File: src/shared/addr_mask_pkg.sv
// Purpose: Shared constants and carriers for the slave address mask block
// Assumes: AXI4-Lite register access, 32-bit data, one clock
// Notes:   Offsets are byte addresses of aligned words
package addr_mask_pkg;

  // ************************************************************
  // Register map
  // ************************************************************
  localparam int          AXI_ADDR_W     = 12;       // Bus address width
  localparam logic [11:0] OFS_MASK       = 12'h000;  // Mask register
  localparam logic [11:0] OFS_CONFIG     = 12'h004;  // Own address, mode
  localparam logic [11:0] OFS_STATUS     = 12'h008;  // Last compare

  // ************************************************************
  // Field layout and reset values
  // ************************************************************
  localparam int          ADDR_W         = 10;       // Address width
  localparam int          SEVEN_W        = 7;        // Short address width
  localparam logic [9:0]  MASK_RESET     = 10'h000;  // Mask after reset
  localparam logic [9:0]  OWN_RESET      = 10'h000;  // Own address reset
  localparam logic        TEN_BIT_RESET  = 1'b0;     // Seven-bit at reset
  localparam int          CFG_TEN_BIT    = 16;       // Mode bit in config
  localparam int          STAT_MATCH     = 0;        // Match bit in status
  localparam int          STAT_ADDR_LSB  = 16;       // Address in status
  localparam logic [1:0]  RESP_OKAY      = 2'h0;     // Bus answer good
  localparam logic [1:0]  RESP_SLVERR    = 2'h2;     // Bus answer error

  // Compare settings handed to the comparator
  typedef struct packed {
    logic       ten_bit;              // One for ten-bit addressing
    logic [9:0] own_addr;             // Programmed slave address
    logic [9:0] address_ignore_bits;  // Set bit means do not care
  } cmp_cfg_s;

  // Compare result handed back
  typedef struct packed {
    logic       done;   // One-cycle pulse per compare
    logic       match;  // Address matched
    logic [9:0] addr;   // Address that was compared
  } cmp_result_s;

endpackage

File: src/rtl/addr_compare.sv
// Purpose: Masked compare of a received address against the own address
// Assumes: Request comes from logic on the same clock
// Notes:   Result is registered one cycle after the request
`timescale 1ns/1ns
`default_nettype none
module addr_compare (
  input  wire logic                      aclk,
  input  wire logic                      aresetn,
  input  wire addr_mask_pkg::cmp_cfg_s   cfg,
  input  wire logic [9:0]                rx_addr,
  input  wire logic                      rx_valid,
  output var  addr_mask_pkg::cmp_result_s result
);

  // ************************************************************
  // Per-bit mismatch terms
  // ************************************************************
  logic [9:0]                 miss10;    // Ten-bit mismatches
  logic [6:0]                 miss7;     // Seven-bit mismatches
  logic                       hit;       // Whole address matched
  addr_mask_pkg::cmp_result_s result_d;  // Next result

  for (genvar i = 0; i < addr_mask_pkg::ADDR_W; i++) begin : g_bit
    // Bit n against own bit n
    assign miss10[i] = !cfg.address_ignore_bits[i]
                       && (rx_addr[i] != cfg.own_addr[i]);
    if (i < addr_mask_pkg::SEVEN_W) begin : g_seven
      // Bit n+1 against own bit n
      assign miss7[i] = !cfg.address_ignore_bits[i]
                        && (rx_addr[i+1] != cfg.own_addr[i]);
    end
  end

  assign hit = cfg.ten_bit ? ~|miss10 : ~|miss7;

  // Next result
  always_comb begin
    result_d       = result;
    result_d.done  = rx_valid;
    if (rx_valid) begin
      result_d.match = hit;
      result_d.addr  = rx_addr;
    end
  end

  // Result register
  always_ff @(posedge aclk) begin
    if (!aresetn) begin
      result <= '0;
    end else begin
      result <= result_d;
    end
  end

  // Seven-bit reference built apart from the per-bit terms above
  logic exp7;  // Seven-bit compare expected to match
  assign exp7 = ((rx_addr[7:1] ^ cfg.own_addr[6:0])
                 & ~cfg.address_ignore_bits[6:0]) == 7'h00;
endmodule
`default_nettype wire

File: src/rtl/i2c_slave_address_mask.sv
// Purpose: Register front end and match logic for slave address masking
// Assumes: AXI4-Lite master, one write and one read in flight at most
// Notes:   Received address arrives from the serial engine on aclk
`timescale 1ns/1ns
`default_nettype none
module i2c_slave_address_mask (
  input  wire logic        aclk,
  input  wire logic        aresetn,
  // Write address channel
  input  wire logic [11:0] awaddr,
  input  wire logic        awvalid,
  output logic             awready,
  // Write data channel
  input  wire logic [31:0] wdata,
  input  wire logic [3:0]  wstrb,
  input  wire logic        wvalid,
  output logic             wready,
  // Write response channel
  output logic [1:0]       bresp,
  output logic             bvalid,
  input  wire logic        bready,
  // Read address channel
  input  wire logic [11:0] araddr,
  input  wire logic        arvalid,
  output logic             arready,
  // Read data channel
  output logic [31:0]      rdata,
  output logic [1:0]       rresp,
  output logic             rvalid,
  input  wire logic        rready,
  // Address from the serial engine
  input  wire logic [9:0]  rx_addr,
  input  wire logic        rx_valid,
  // Match indication to the serial engine
  output logic             addr_match,
  output logic             addr_done
);

  // ************************************************************
  // Register state
  // ************************************************************
  logic [9:0]  mask_q,    mask_d;     // Address ignore bits
  logic [9:0]  own_q,     own_d;      // Own slave address
  logic        ten_q,     ten_d;      // Ten-bit mode
  logic        lmatch_q,  lmatch_d;   // Last compare matched
  logic [9:0]  laddr_q,   laddr_d;    // Last compared address

  // ************************************************************
  // Bus channel state
  // ************************************************************
  logic        awh_q,     awh_d;      // Write address held
  logic [11:0] awa_q,     awa_d;      // Held write address
  logic        wh_q,      wh_d;       // Write data held
  logic [31:0] wd_q,      wd_d;       // Held write data
  logic [3:0]  ws_q,      ws_d;       // Held write strobes
  logic        bv_q,      bv_d;       // Write answer pending
  logic [1:0]  br_q,      br_d;       // Write answer code
  logic        rv_q,      rv_d;       // Read answer pending
  logic [31:0] rd_q,      rd_d;       // Read data
  logic [1:0]  rr_q,      rr_d;       // Read answer code

  // ************************************************************
  // Comparator link
  // ************************************************************
  addr_mask_pkg::cmp_cfg_s    cfg;    // Settings to comparator
  addr_mask_pkg::cmp_result_s res;    // Result from comparator
  logic                       do_wr;  // Write commits this cycle
  logic                       ar_go;  // Read taken this cycle

  // Handshake outputs
  assign awready = !awh_q && !bv_q;
  assign wready  = !wh_q && !bv_q;
  assign arready = !rv_q;
  assign do_wr   = awh_q && wh_q && !bv_q;
  assign ar_go   = arvalid && arready;

  // Registered bus outputs
  assign bvalid = bv_q;
  assign bresp  = br_q;
  assign rvalid = rv_q;
  assign rdata  = rd_q;
  assign rresp  = rr_q;

  // Comparator settings from registers
  assign cfg.ten_bit             = ten_q;
  assign cfg.own_addr            = own_q;
  assign cfg.address_ignore_bits = mask_q;

  // Match outputs come straight from the comparator flops
  assign addr_match = res.match;
  assign addr_done  = res.done;

  // ************************************************************
  // Comparator
  // ************************************************************
  addr_compare u_cmp (
    .aclk     (aclk),
    .aresetn  (aresetn),
    .cfg      (cfg),
    .rx_addr  (rx_addr),
    .rx_valid (rx_valid),
    .result   (res)
  );

  // ************************************************************
  // Write path
  // ************************************************************
  // Catch address and data in either order, then commit once
  always_comb begin
    awh_d  = awh_q;
    awa_d  = awa_q;
    wh_d   = wh_q;
    wd_d   = wd_q;
    ws_d   = ws_q;
    bv_d   = bv_q;
    br_d   = br_q;
    mask_d = mask_q;
    own_d  = own_q;
    ten_d  = ten_q;
    // Take address
    if (awvalid && awready) begin
      awh_d = 1'b1;
      awa_d = awaddr;
    end
    // Take data
    if (wvalid && wready) begin
      wh_d = 1'b1;
      wd_d = wdata;
      ws_d = wstrb;
    end
    // Commit and answer
    if (do_wr) begin
      awh_d = 1'b0;
      wh_d  = 1'b0;
      bv_d  = 1'b1;
      br_d  = addr_mask_pkg::RESP_OKAY;
      unique case (awa_q)
        addr_mask_pkg::OFS_MASK: begin
          if (ws_q[0]) begin
            mask_d[7:0] = wd_q[7:0];
          end
          if (ws_q[1]) begin
            mask_d[9:8] = wd_q[9:8];
          end
        end
        addr_mask_pkg::OFS_CONFIG: begin
          if (ws_q[0]) begin
            own_d[7:0] = wd_q[7:0];
          end
          if (ws_q[1]) begin
            own_d[9:8] = wd_q[9:8];
          end
          if (ws_q[2]) begin
            ten_d = wd_q[addr_mask_pkg::CFG_TEN_BIT];
          end
        end
        addr_mask_pkg::OFS_STATUS: begin
          // Read-only, write dropped
          br_d = addr_mask_pkg::RESP_OKAY;
        end
        default: begin
          // Unmapped address
          br_d = addr_mask_pkg::RESP_SLVERR;
        end
      endcase
    end
    // Answer taken
    if (bv_q && bready) begin
      bv_d = 1'b0;
    end
  end

  // ************************************************************
  // Read path
  // ************************************************************
  // Answer one cycle after the address is taken
  always_comb begin
    rv_d = rv_q;
    rd_d = rd_q;
    rr_d = rr_q;
    if (ar_go) begin
      rv_d = 1'b1;
      rd_d = 32'h0000_0000;
      rr_d = addr_mask_pkg::RESP_OKAY;
      unique case (araddr)
        addr_mask_pkg::OFS_MASK: begin
          // Bits above 9 read as zero
          rd_d[9:0] = mask_q;
        end
        addr_mask_pkg::OFS_CONFIG: begin
          rd_d[9:0]                      = own_q;
          rd_d[addr_mask_pkg::CFG_TEN_BIT] = ten_q;
        end
        addr_mask_pkg::OFS_STATUS: begin
          rd_d[addr_mask_pkg::STAT_MATCH]       = lmatch_q;
          rd_d[addr_mask_pkg::STAT_ADDR_LSB+:10] = laddr_q;
        end
        default: begin
          rr_d = addr_mask_pkg::RESP_SLVERR;
        end
      endcase
    end else if (rv_q && rready) begin
      rv_d = 1'b0;
    end
  end

  // ************************************************************
  // Status capture
  // ************************************************************
  // Keep the last compare for software
  always_comb begin
    lmatch_d = lmatch_q;
    laddr_d  = laddr_q;
    if (res.done) begin
      lmatch_d = res.match;
      laddr_d  = res.addr;
    end
  end

  // ************************************************************
  // Registers
  // ************************************************************
  // All state, synchronous reset
  always_ff @(posedge aclk) begin
    if (!aresetn) begin
      mask_q   <= addr_mask_pkg::MASK_RESET;
      own_q    <= addr_mask_pkg::OWN_RESET;
      ten_q    <= addr_mask_pkg::TEN_BIT_RESET;
      lmatch_q <= 1'b0;
      laddr_q  <= 10'h000;
      awh_q    <= 1'b0;
      awa_q    <= 12'h000;
      wh_q     <= 1'b0;
      wd_q     <= 32'h0000_0000;
      ws_q     <= 4'h0;
      bv_q     <= 1'b0;
      br_q     <= addr_mask_pkg::RESP_OKAY;
      rv_q     <= 1'b0;
      rd_q     <= 32'h0000_0000;
      rr_q     <= addr_mask_pkg::RESP_OKAY;
    end else begin
      mask_q   <= mask_d;
      own_q    <= own_d;
      ten_q    <= ten_d;
      lmatch_q <= lmatch_d;
      laddr_q  <= laddr_d;
      awh_q    <= awh_d;
      awa_q    <= awa_d;
      wh_q     <= wh_d;
      wd_q     <= wd_d;
      ws_q     <= ws_d;
      bv_q     <= bv_d;
      br_q     <= br_d;
      rv_q     <= rv_d;
      rd_q     <= rd_d;
      rr_q     <= rr_d;
    end
  end
endmodule
`default_nettype wire

File: config.mk
export PLATFORM = sky130hd
export DESIGN_NAME = i2c_slave_address_mask
export DESIGN_NICKNAME = d
export VERILOG_FILES = /design/src/shared/addr_mask_pkg.sv /design/src/rtl/addr_compare.sv /design/src/rtl/i2c_slave_address_mask.sv
export SDC_FILE = /design/constraint.sdc
export NUM_CORES = 1
export LEC_CHECK = 0
export BUFFER_PORTS_ARGS = -buffer_cell sky130_fd_sc_hd__buf_2
export CELL_PAD_IN_SITES_DETAIL_PLACEMENT = 1
export CELL_PAD_IN_SITES_GLOBAL_PLACEMENT = 1
export CORE_ASPECT_RATIO = 0.9
export CORE_MARGIN = 2
export CORE_UTILIZATION = 38
export DETAILED_ROUTE_END_ITERATION = 6
export GPL_ROUTABILITY_DRIVEN = 0
export GPL_TIMING_DRIVEN = 0
export PLACE_DENSITY_LB_ADDON = 0.1
export SYNTH_ARGS = -nofsm -noshare
export SYNTH_HDL_FRONTEND = slang
export SYNTH_HIERARCHICAL = 1
export SYNTH_SLANG_ARGS = --single-unit
File: constraint.sdc
create_clock -name aclk -period 2.1 [get_ports aclk]
set_clock_uncertainty 0.15 [all_clocks]
set_input_delay 0.42 -clock aclk [delete_from_list [all_inputs] [get_ports aclk]]
set_output_delay 0.42 -clock aclk [all_outputs]
set_load 0.03 [all_outputs]
Word-level counts from Yosys, hierarchy flattened

Cells that the tools add are included.

Flip-flop bits (word level): 104
Bits of input ports: 78

Reduce and logical (&&, ||, !) cells: 56
Eq/ne operators: 21
Bitwise gates (word level): 1
Muxes and demuxes: 9

Operators by type and width:

| cell                | count |
|---|---|
| $logic_and 1x1->1   | 26 |
| $eq 12x3->1 const B | 2 |
| $eq 12x4->1 const B | 2 |
| $logic_not 12->1    | 2 |
| $pmux 9 s2          | 1 |
| $ne 1x1->1          | 17 |
| $logic_not 1->1     | 16 |
| $reduce_and 3->1    | 5 |
| $reduce_or 10->1    | 1 |
| $mux 9              | 1 |
| $reduce_or 7->1     | 1 |
| $reduce_or 3->1     | 2 |
| $mux 2              | 2 |
| $reduce_or 2->1     | 2 |
| $mux 1              | 3 |
| $pmux 1 s3          | 1 |
| $pmux 1 s2          | 1 |
| $reduce_bool 2->1   | 1 |
| $not 1->1           | 1 |

Depth between registers and ports, before layout

Gate-level depths: netlist (run 1).

Depth in word-level cells: 5
Depth in mapped cells: 6
Depth with buffers taken out: 5

Hierarchy

The synthesis (run 1) kept the hierarchy.

Modules (own cells, without submodules):

| module                 | instances | sequential area each (um^2) | area each (um^2) | cells an instance |
|---|---|---|---|---|
| i2c_slave_address_mask | 1         | 1,681.6                     | 3,462.1          | 385 |
| addr_compare           | 1         | 240.2                       | 670.6            | 69 |

Least setup slack after synthesis (run 1)

Ideal clock, no wire load.

Path kind: reg2reg
From: register bv_q (netlist: bvalid)
To: register wd_q[0]
Period minus slack after synthesis: 1,709 ps
Path buffers: 3
Data arrival time: 1,427 ps
Setup slack: 391 ps
Cell stages (with the launch flop): 7
Required time: 1,818 ps
Cells stage by stage: dfxtp_1 -> buf_2 -> or3b_2 -> clkbuf_1 -> buf_6 -> nand2_1 -> a21oi_1

Cells in the longest elaborated chain, start to end: 3

Ends and longest elaborated chain:

| element                | line                          | RTL |
|---|---|---|
| from (decl)            | i2c_slave_address_mask.sv:56  | `logic bv_q, bv_d;` |
| from (signal assigned) | i2c_slave_address_mask.sv:252 | `bv_q <= bv_d;` |
| $logic_not 1->1        | i2c_slave_address_mask.sv:72  | `assign wready = !wh_q && !bv_q;` |
| $logic_and 1x1->1      | i2c_slave_address_mask.sv:72  |  |
| $logic_and 1x1->1      | i2c_slave_address_mask.sv:126 | `if (wvalid && wready) begin` |
| to (signal assigned)   | i2c_slave_address_mask.sv:250 | `wd_q <= wd_d;` |
| to (decl)              | i2c_slave_address_mask.sv:54  | `logic [31:0] wd_q, wd_d;` |

Every way passes these cells.
A chain may end at the register's enable or synchronous reset.

Worst setup path after layout (run 1)

From: register bv_q (netlist: bvalid)
To: output port wready

Cells in the longest elaborated chain, start to end: 2

Ends and longest elaborated chain:

| element           | line                         | RTL |
|---|---|---|
| $logic_not 1->1   | i2c_slave_address_mask.sv:72 |  |
| $logic_and 1x1->1 | i2c_slave_address_mask.sv:72 |  |
| to (decl)         | i2c_slave_address_mask.sv:17 | `output logic wready,` |

Every way passes these cells.

==> results of run 1 <==
[state kept, by name (all words and copies together) (netlist names), 3 cells and up]
| name | cells |
|---|---|
| awa_q | 12 |
| laddr_q | 10 |
| mask_q | 10 |
| own_q | 10 |
| rdata | 20 |
| u_cmp/result | 12 |
| wd_q | 11 |
| ws_q | 3 |
[stage by stage]
| stage | worst slack, ns | power (mW) |
|---|---|---|
| after global routing | 0.289 | 4.17 |
| after CTS | 0.371 | 4.05 |
| final | 0.399 | 4.00 |
| after global placement | 0.119 | 2.43 |
| after floorplan | 0.391 | 2.29 |
| after detailed placement | 0.0706 | 2.45 |
[routing by layer]
| layer | GRT usage | vias up | part of all wire |
|---|---|---|---|
| met5 | 0 | - | 0 |
| met4 | 0.0478 | 0 | 0.0065 |
| met3 | 0.0288 | 7 | 0.030 |
| met2 | 0.331 | 66 | 0.49 |
| met1 | 0.245 | 1613 | 0.48 |
| li1 | - | 1750 | - |
[Yosys cell counts (3+ instances only)]
cell,number
o21ai_0,17
nor2_1,20
nand4_1,5
nand2b_1,3
nand2_1,84
inv_1,4
clkbuf_1,17
nor2b_1,12
o22ai_1,7
buf_2,6
nand3_1,29
dfxtp_1,96
nor4_1,3
mux2i_1,51
buf_4,15
a21oi_1,32
o21ai_1,3
xnor2_1,17
[critical path, cell delays in order (launching register included)]
cell	delay [ns]
dfxtp_1	0.32
buf_2	0.18
nor2_1	0.11
buf_2	0.20
[worst max-delay path by stage]
stage | from | endpoint | slack (ns) | depth (start not counted)
global route | rvalid | rdata[3] | 0.29 | 3
finish | bvalid | wready | 0.40 | 3
detailed placement | araddr[8] | rdata[8] | 0.07 | 4
global placement | araddr[8] | rdata[9] | 0.12 | 4
floorplan | bvalid | wd_q[0] | 0.39 | 6
CTS | bvalid | wready | 0.37 | 3
[where the power goes]
part | internal [mW] | switching, mW | leakage [nW]
clock | 0.925 | 0.678 | 0.140
combinational | 0.183 | 0.281 | 1.27
sequential | 1.88 | 0.0526 | 0.781
total | 2.99 | 1.01 | 2.19
[final cells by class]
class	count	share of cell area
multi-input cells	326	0.400
flip-flops and latches	96	0.380
clock buffers	11	0.0461
inverters	5	0.00371
well taps	133	0.0329
plain buffers	40	0.0438
repair buffers	83	0.0822
clock inverters	5	0.0111
[cells by family after synthesis]
kind of cell    Yosys count  synth area share
flops                    96             0.465
compound gates           66            0.0878
mux                      52             0.126
buf+inv                  45            0.0581
simple gates            177             0.226
other cells               1          0.000907
xor+xnor                 17            0.0360
[cell usage in the layout, fill, tap and decap left out, types with 4 or more instances in the layout]
master,n
nor2b_1,12
inv_1,4
clkbuf_16,9
conb_1,14
nor2_1,20
a21oi_1,32
nand4_1,5
buf_4,15
o22ai_1,7
buf_2,89
clkbuf_1,19
mux2i_1,51
nand3_1,29
nand2_1,84
xnor2_1,17
dfxtp_1,96
o21ai_0,17
==> impl_metrics.toml, run 1 <==
[outcome]
status = "finished clean"

[min_path]
min_to = "awa_q[10]"
hold_path.class = "input port to register"
min_path_cells = 3
min_from = "awaddr[10]"

[clocking]
cts-resized-gates = 0
numCtsBuffers = 9
clk_path_buf_depth = 2
htree_levels = 3
hold_buffers = 0
clk_pin_slew_ns = 0.07
cts_root_buffer = "clkbuf_16"
cts.sinks = 96
cts_tree = "done"
clk_latency_ns = 0.33
cts_setup_buffers = 0

[logic_synthesis]
synthTopCellsByArea = "dfxtp_1 (47%), mux2i_1 (12%), nand2_1 (7.6%)"
synth_top_flop_cell = "dfxtp_1"
synth-edff-count = 0
synth-seq-cells = 96
avgSynthCellArea_um2 = 9.10
ys_warn_count = 6
synth-seq-area-share = 0.465
synth-async-reset-ratio = 0
syn_area_um2 = 4130
yosys.cell_types.count = 43
yosys.area.top_type = "dfxtp_1"
synth_top_area_frac = 0.465
syn_inst = 454

[critical_path]
start_kind = "register"
r2r-start = "bvalid"
timing.rr.end = "wd_q[8]"
reg2reg_slack_ns = 0.40
crit_arrival_ns = 1.13
critPathCaptureType = "output port"
reg2reg_depth = 6
cp_max_fo = 9
critPathKind = "register to output port"
cp_data_required_time_ns = 1.53

[grt]
overflow = 0
grt_usage = 0.188
grt_pass1_vias = 3418
grt_max_degree = 16
grt_pass1_wl_um = 17300
antenna_found_initial = 0

[final_layout]
multi_input_area_um2 = 2020
n_fill_cell = 1292
stdcell_area_um2 = 5050
num_antenna_cells = 0
layoutNonFillerInstCount = 699
final_nets = 639
seq_area_um2 = 1920
synthToLayoutAreaGrowth_pct = 22.3
layout-drive-gt1-share = 0.233
fin_util = 0.471

[routing]
vias = 3436
dr.first_iter.drc_count = 107
via_per_inst = 4.92
wire_per_inst_um = 15.4
routed_wl_um = 10700
ant_nets = 0
first_pass_iters = 4
drc = 0

[timing]
setup_viol = 0
fin_crit_ns = 1.70
worst_hold_slack_ns = 0.173
maxSlewHeadroom = 0.530
slew_viol_final = 0
finalCritPeriodShare = 0.810
rsz0062_at_grt = "false"
fmax_mhz = 588
worst_pin_slew_ns = 0.705
setup_tns_ns = 0
hold_viol_final = 0

[die]
die_h_um = 103
initial_core_util = 0.386
die_w_um = 114
num_rows = 36
dieArea_um2 = 11700
io_pins = 121
core_um2 = 10700

[job]
cap_violations = 0

[place]
placed_cell_area_um2 = 4760
dp_hpwl_um = 8510
dp.cells = 683
io_buffers = 83

[pwr]
p_per_area_nw_per_um2 = 792
power.leakage_nw = 2.19
peakVddDrop_uv = 337
No activity file was read; power rests on OpenSTA's default activity.
==> run 2: changes to the inputs <==
Clock period 2.1 ns to 1.72 ns, I/O delays scaled along.
==> run 2 against run 1 <==
Power up 22%. Global-route usage hardly changed. Clock-buffer cell count stayed put. Die area unchanged. Combinational power grew 25%. Utilization up 0.32 points. Sequential share of layout area shrank 0.25 points. Worst hold slack lost 0.075 ns. Wire length up 0.81%. Largest power group unchanged.
==> impl_metrics.toml, run 2 (synthesis results as in run 1) <==
[clocking]
clk_latency_ns = 0.33
cts_root_buffer = "clkbuf_16"
clk_pin_slew_ns = 0.07
htree_levels = 3
clk_path_buf_depth = 2
numCtsBuffers = 9
cts.sinks = 96
hold_buffers = 0
cts_tree = "done"

[pwr]
p_sw_frac = 0.253
power.internal_mw = 3.66
p_seq_frac = 0.483
p_per_area_nw_per_um2 = 964
clkPwrFrac = 0.399
p_sw_mw = 1.24
peakVddDrop_uv = 411
power.leakage_nw = 2.21
combPwrFrac = 0.118

[timing]
fmax_mhz = 606
worst_pin_slew_ns = 0.705
fin_crit_ns = 1.65
setup_viol = 0
rsz0062_at_grt = "true"
finalCritPeriodShare = 0.959
slew_viol_final = 0
worst_hold_slack_ns = 0.0973
maxSlewHeadroom = 0.530
hold_viol_final = 0

[job]
cap_violations = 0

[grt]
grt_use_met1 = 0.244
grt_pass1_wl_um = 17200
use_met3 = 0.0288
grt_pass1_vias = 3416
grt_max_degree = 16
antenna_found_initial = 0
grt_usage = 0.188
grt_most_used_layer = "met2"
grt.met2_usage = 0.331
overflow = 0

[place]
dp_hpwl_um = 8510
io_buffers = 83

[final_layout]
final_common_cell = "dfxtp_1"
layout-drive-gt1-share = 0.241
largest_reg_flops = 20
final_nets = 641
synthToLayoutAreaGrowth_pct = 23.1
num_antenna_cells = 0
fin_util = 0.474
n_fill_cell = 1287
final_cell_mix = "dfxtp_1 (96), buf_2 (89), nand2_1 (84)"

[outcome]
status = "finished clean"

[critical_path]
worstSetupStartpoint = "bvalid"
critPathCaptureType = "register"
crit_end = "awa_q[4]"
reg2reg_depth = 5
cp_data_required_time_ns = 1.76
critPathKind = "register to register"
crit_arrival_ns = 1.69
cp_max_fo = 10
timing.rr.end = "awa_q[4]"
reg2reg_slack_ns = 0.07
start_kind = "register"
r2r-start = "bvalid"

[routing]
drc = 0
wire_per_inst_um = 15.5
via_per_inst = 4.95
dr.first_iter.drc_count = 99
first_pass_iters = 4
routed_wl_um = 10800
vias = 3469
ant_nets = 0

[die]
initial_core_util = 0.386
dieArea_um2 = 11700
die_w_um = 114
num_rows = 36
core_um2 = 10700
die_h_um = 103
io_pins = 121

[min_path]
hold_path.class = "input port to register"
min_path_cells = 3
run 2: cell type report:
type                       instances  area (um2)  share of cell area
sequential                        96        1920               0.378
timing repair buffer              86         438              0.0861
clock inverter                     5        56.3              0.0111
tap                              133         166              0.0327
buffer                            39         219              0.0431
inverter                           5        18.8             0.00369
multi-input combinational        326        2030               0.400
clock buffer                      11         233              0.0458
run 2: power by group through the flow:
stage / clock network [mW] / logic [mW] / registers, mW
final: 1.96 / 0.581 / 2.37
after global placement: 0 / 0.555 / 2.41
after detailed placement: 0 / 0.571 / 2.42
after CTS: 2.01 / 0.572 / 2.37
after global routing: 2.08 / 0.642 / 2.38
after floorplan: 0 / 0.384 / 2.41
run 2: repair_timing:
action,CTS,global route
pin swaps,1,4
endpoints found under the setup margin,1,51
buffers inserted,0,3
gates resized for setup,0,4
run 2: worst min path at each step:
stage / startpoint / endpoint / slack [ns]
global route: wdata[16] / wd_q[16] / 0.09
CTS: awaddr[10] / awa_q[10] / 0.09
detailed placement: wd_q[1] / wd_q[1] / 0.30
finish: awaddr[10] / awa_q[10] / 0.1
floorplan: ws_q[2] / ws_q[2] / 0.28
global placement: rdata[21] / rdata[21] / 0.30
run 2: stage by stage:
stage	instances	worst slack [ns]	TNS, ns	power (mW)	area, um2
final	701	0.0711	0	4.90	5090
after global routing	701	-0.0000753	-0.0000753	5.10	5090
after CTS	699	0.00285	0	4.95	5050
after detailed placement	683	-0.233	-2.68	2.99	4760
after global placement	683	-0.185	-2.08	2.97	4760
after floorplan	467	0.0109	0	2.80	4180
run 2: metal layers:
metal  wire length (um)  share of wire
met5                  0              0
met4                 55         0.0051
met3                318          0.029
met2               5300           0.49
met1               5160           0.48
run 2: worst max-delay path: stages (launching register included):
cell and delay [ns]:
dfxtp_1 0.32, buf_2 0.18, or3b_2 0.51, buf_2 0.20, nand2_1 0.09, a21oi_1 0.06
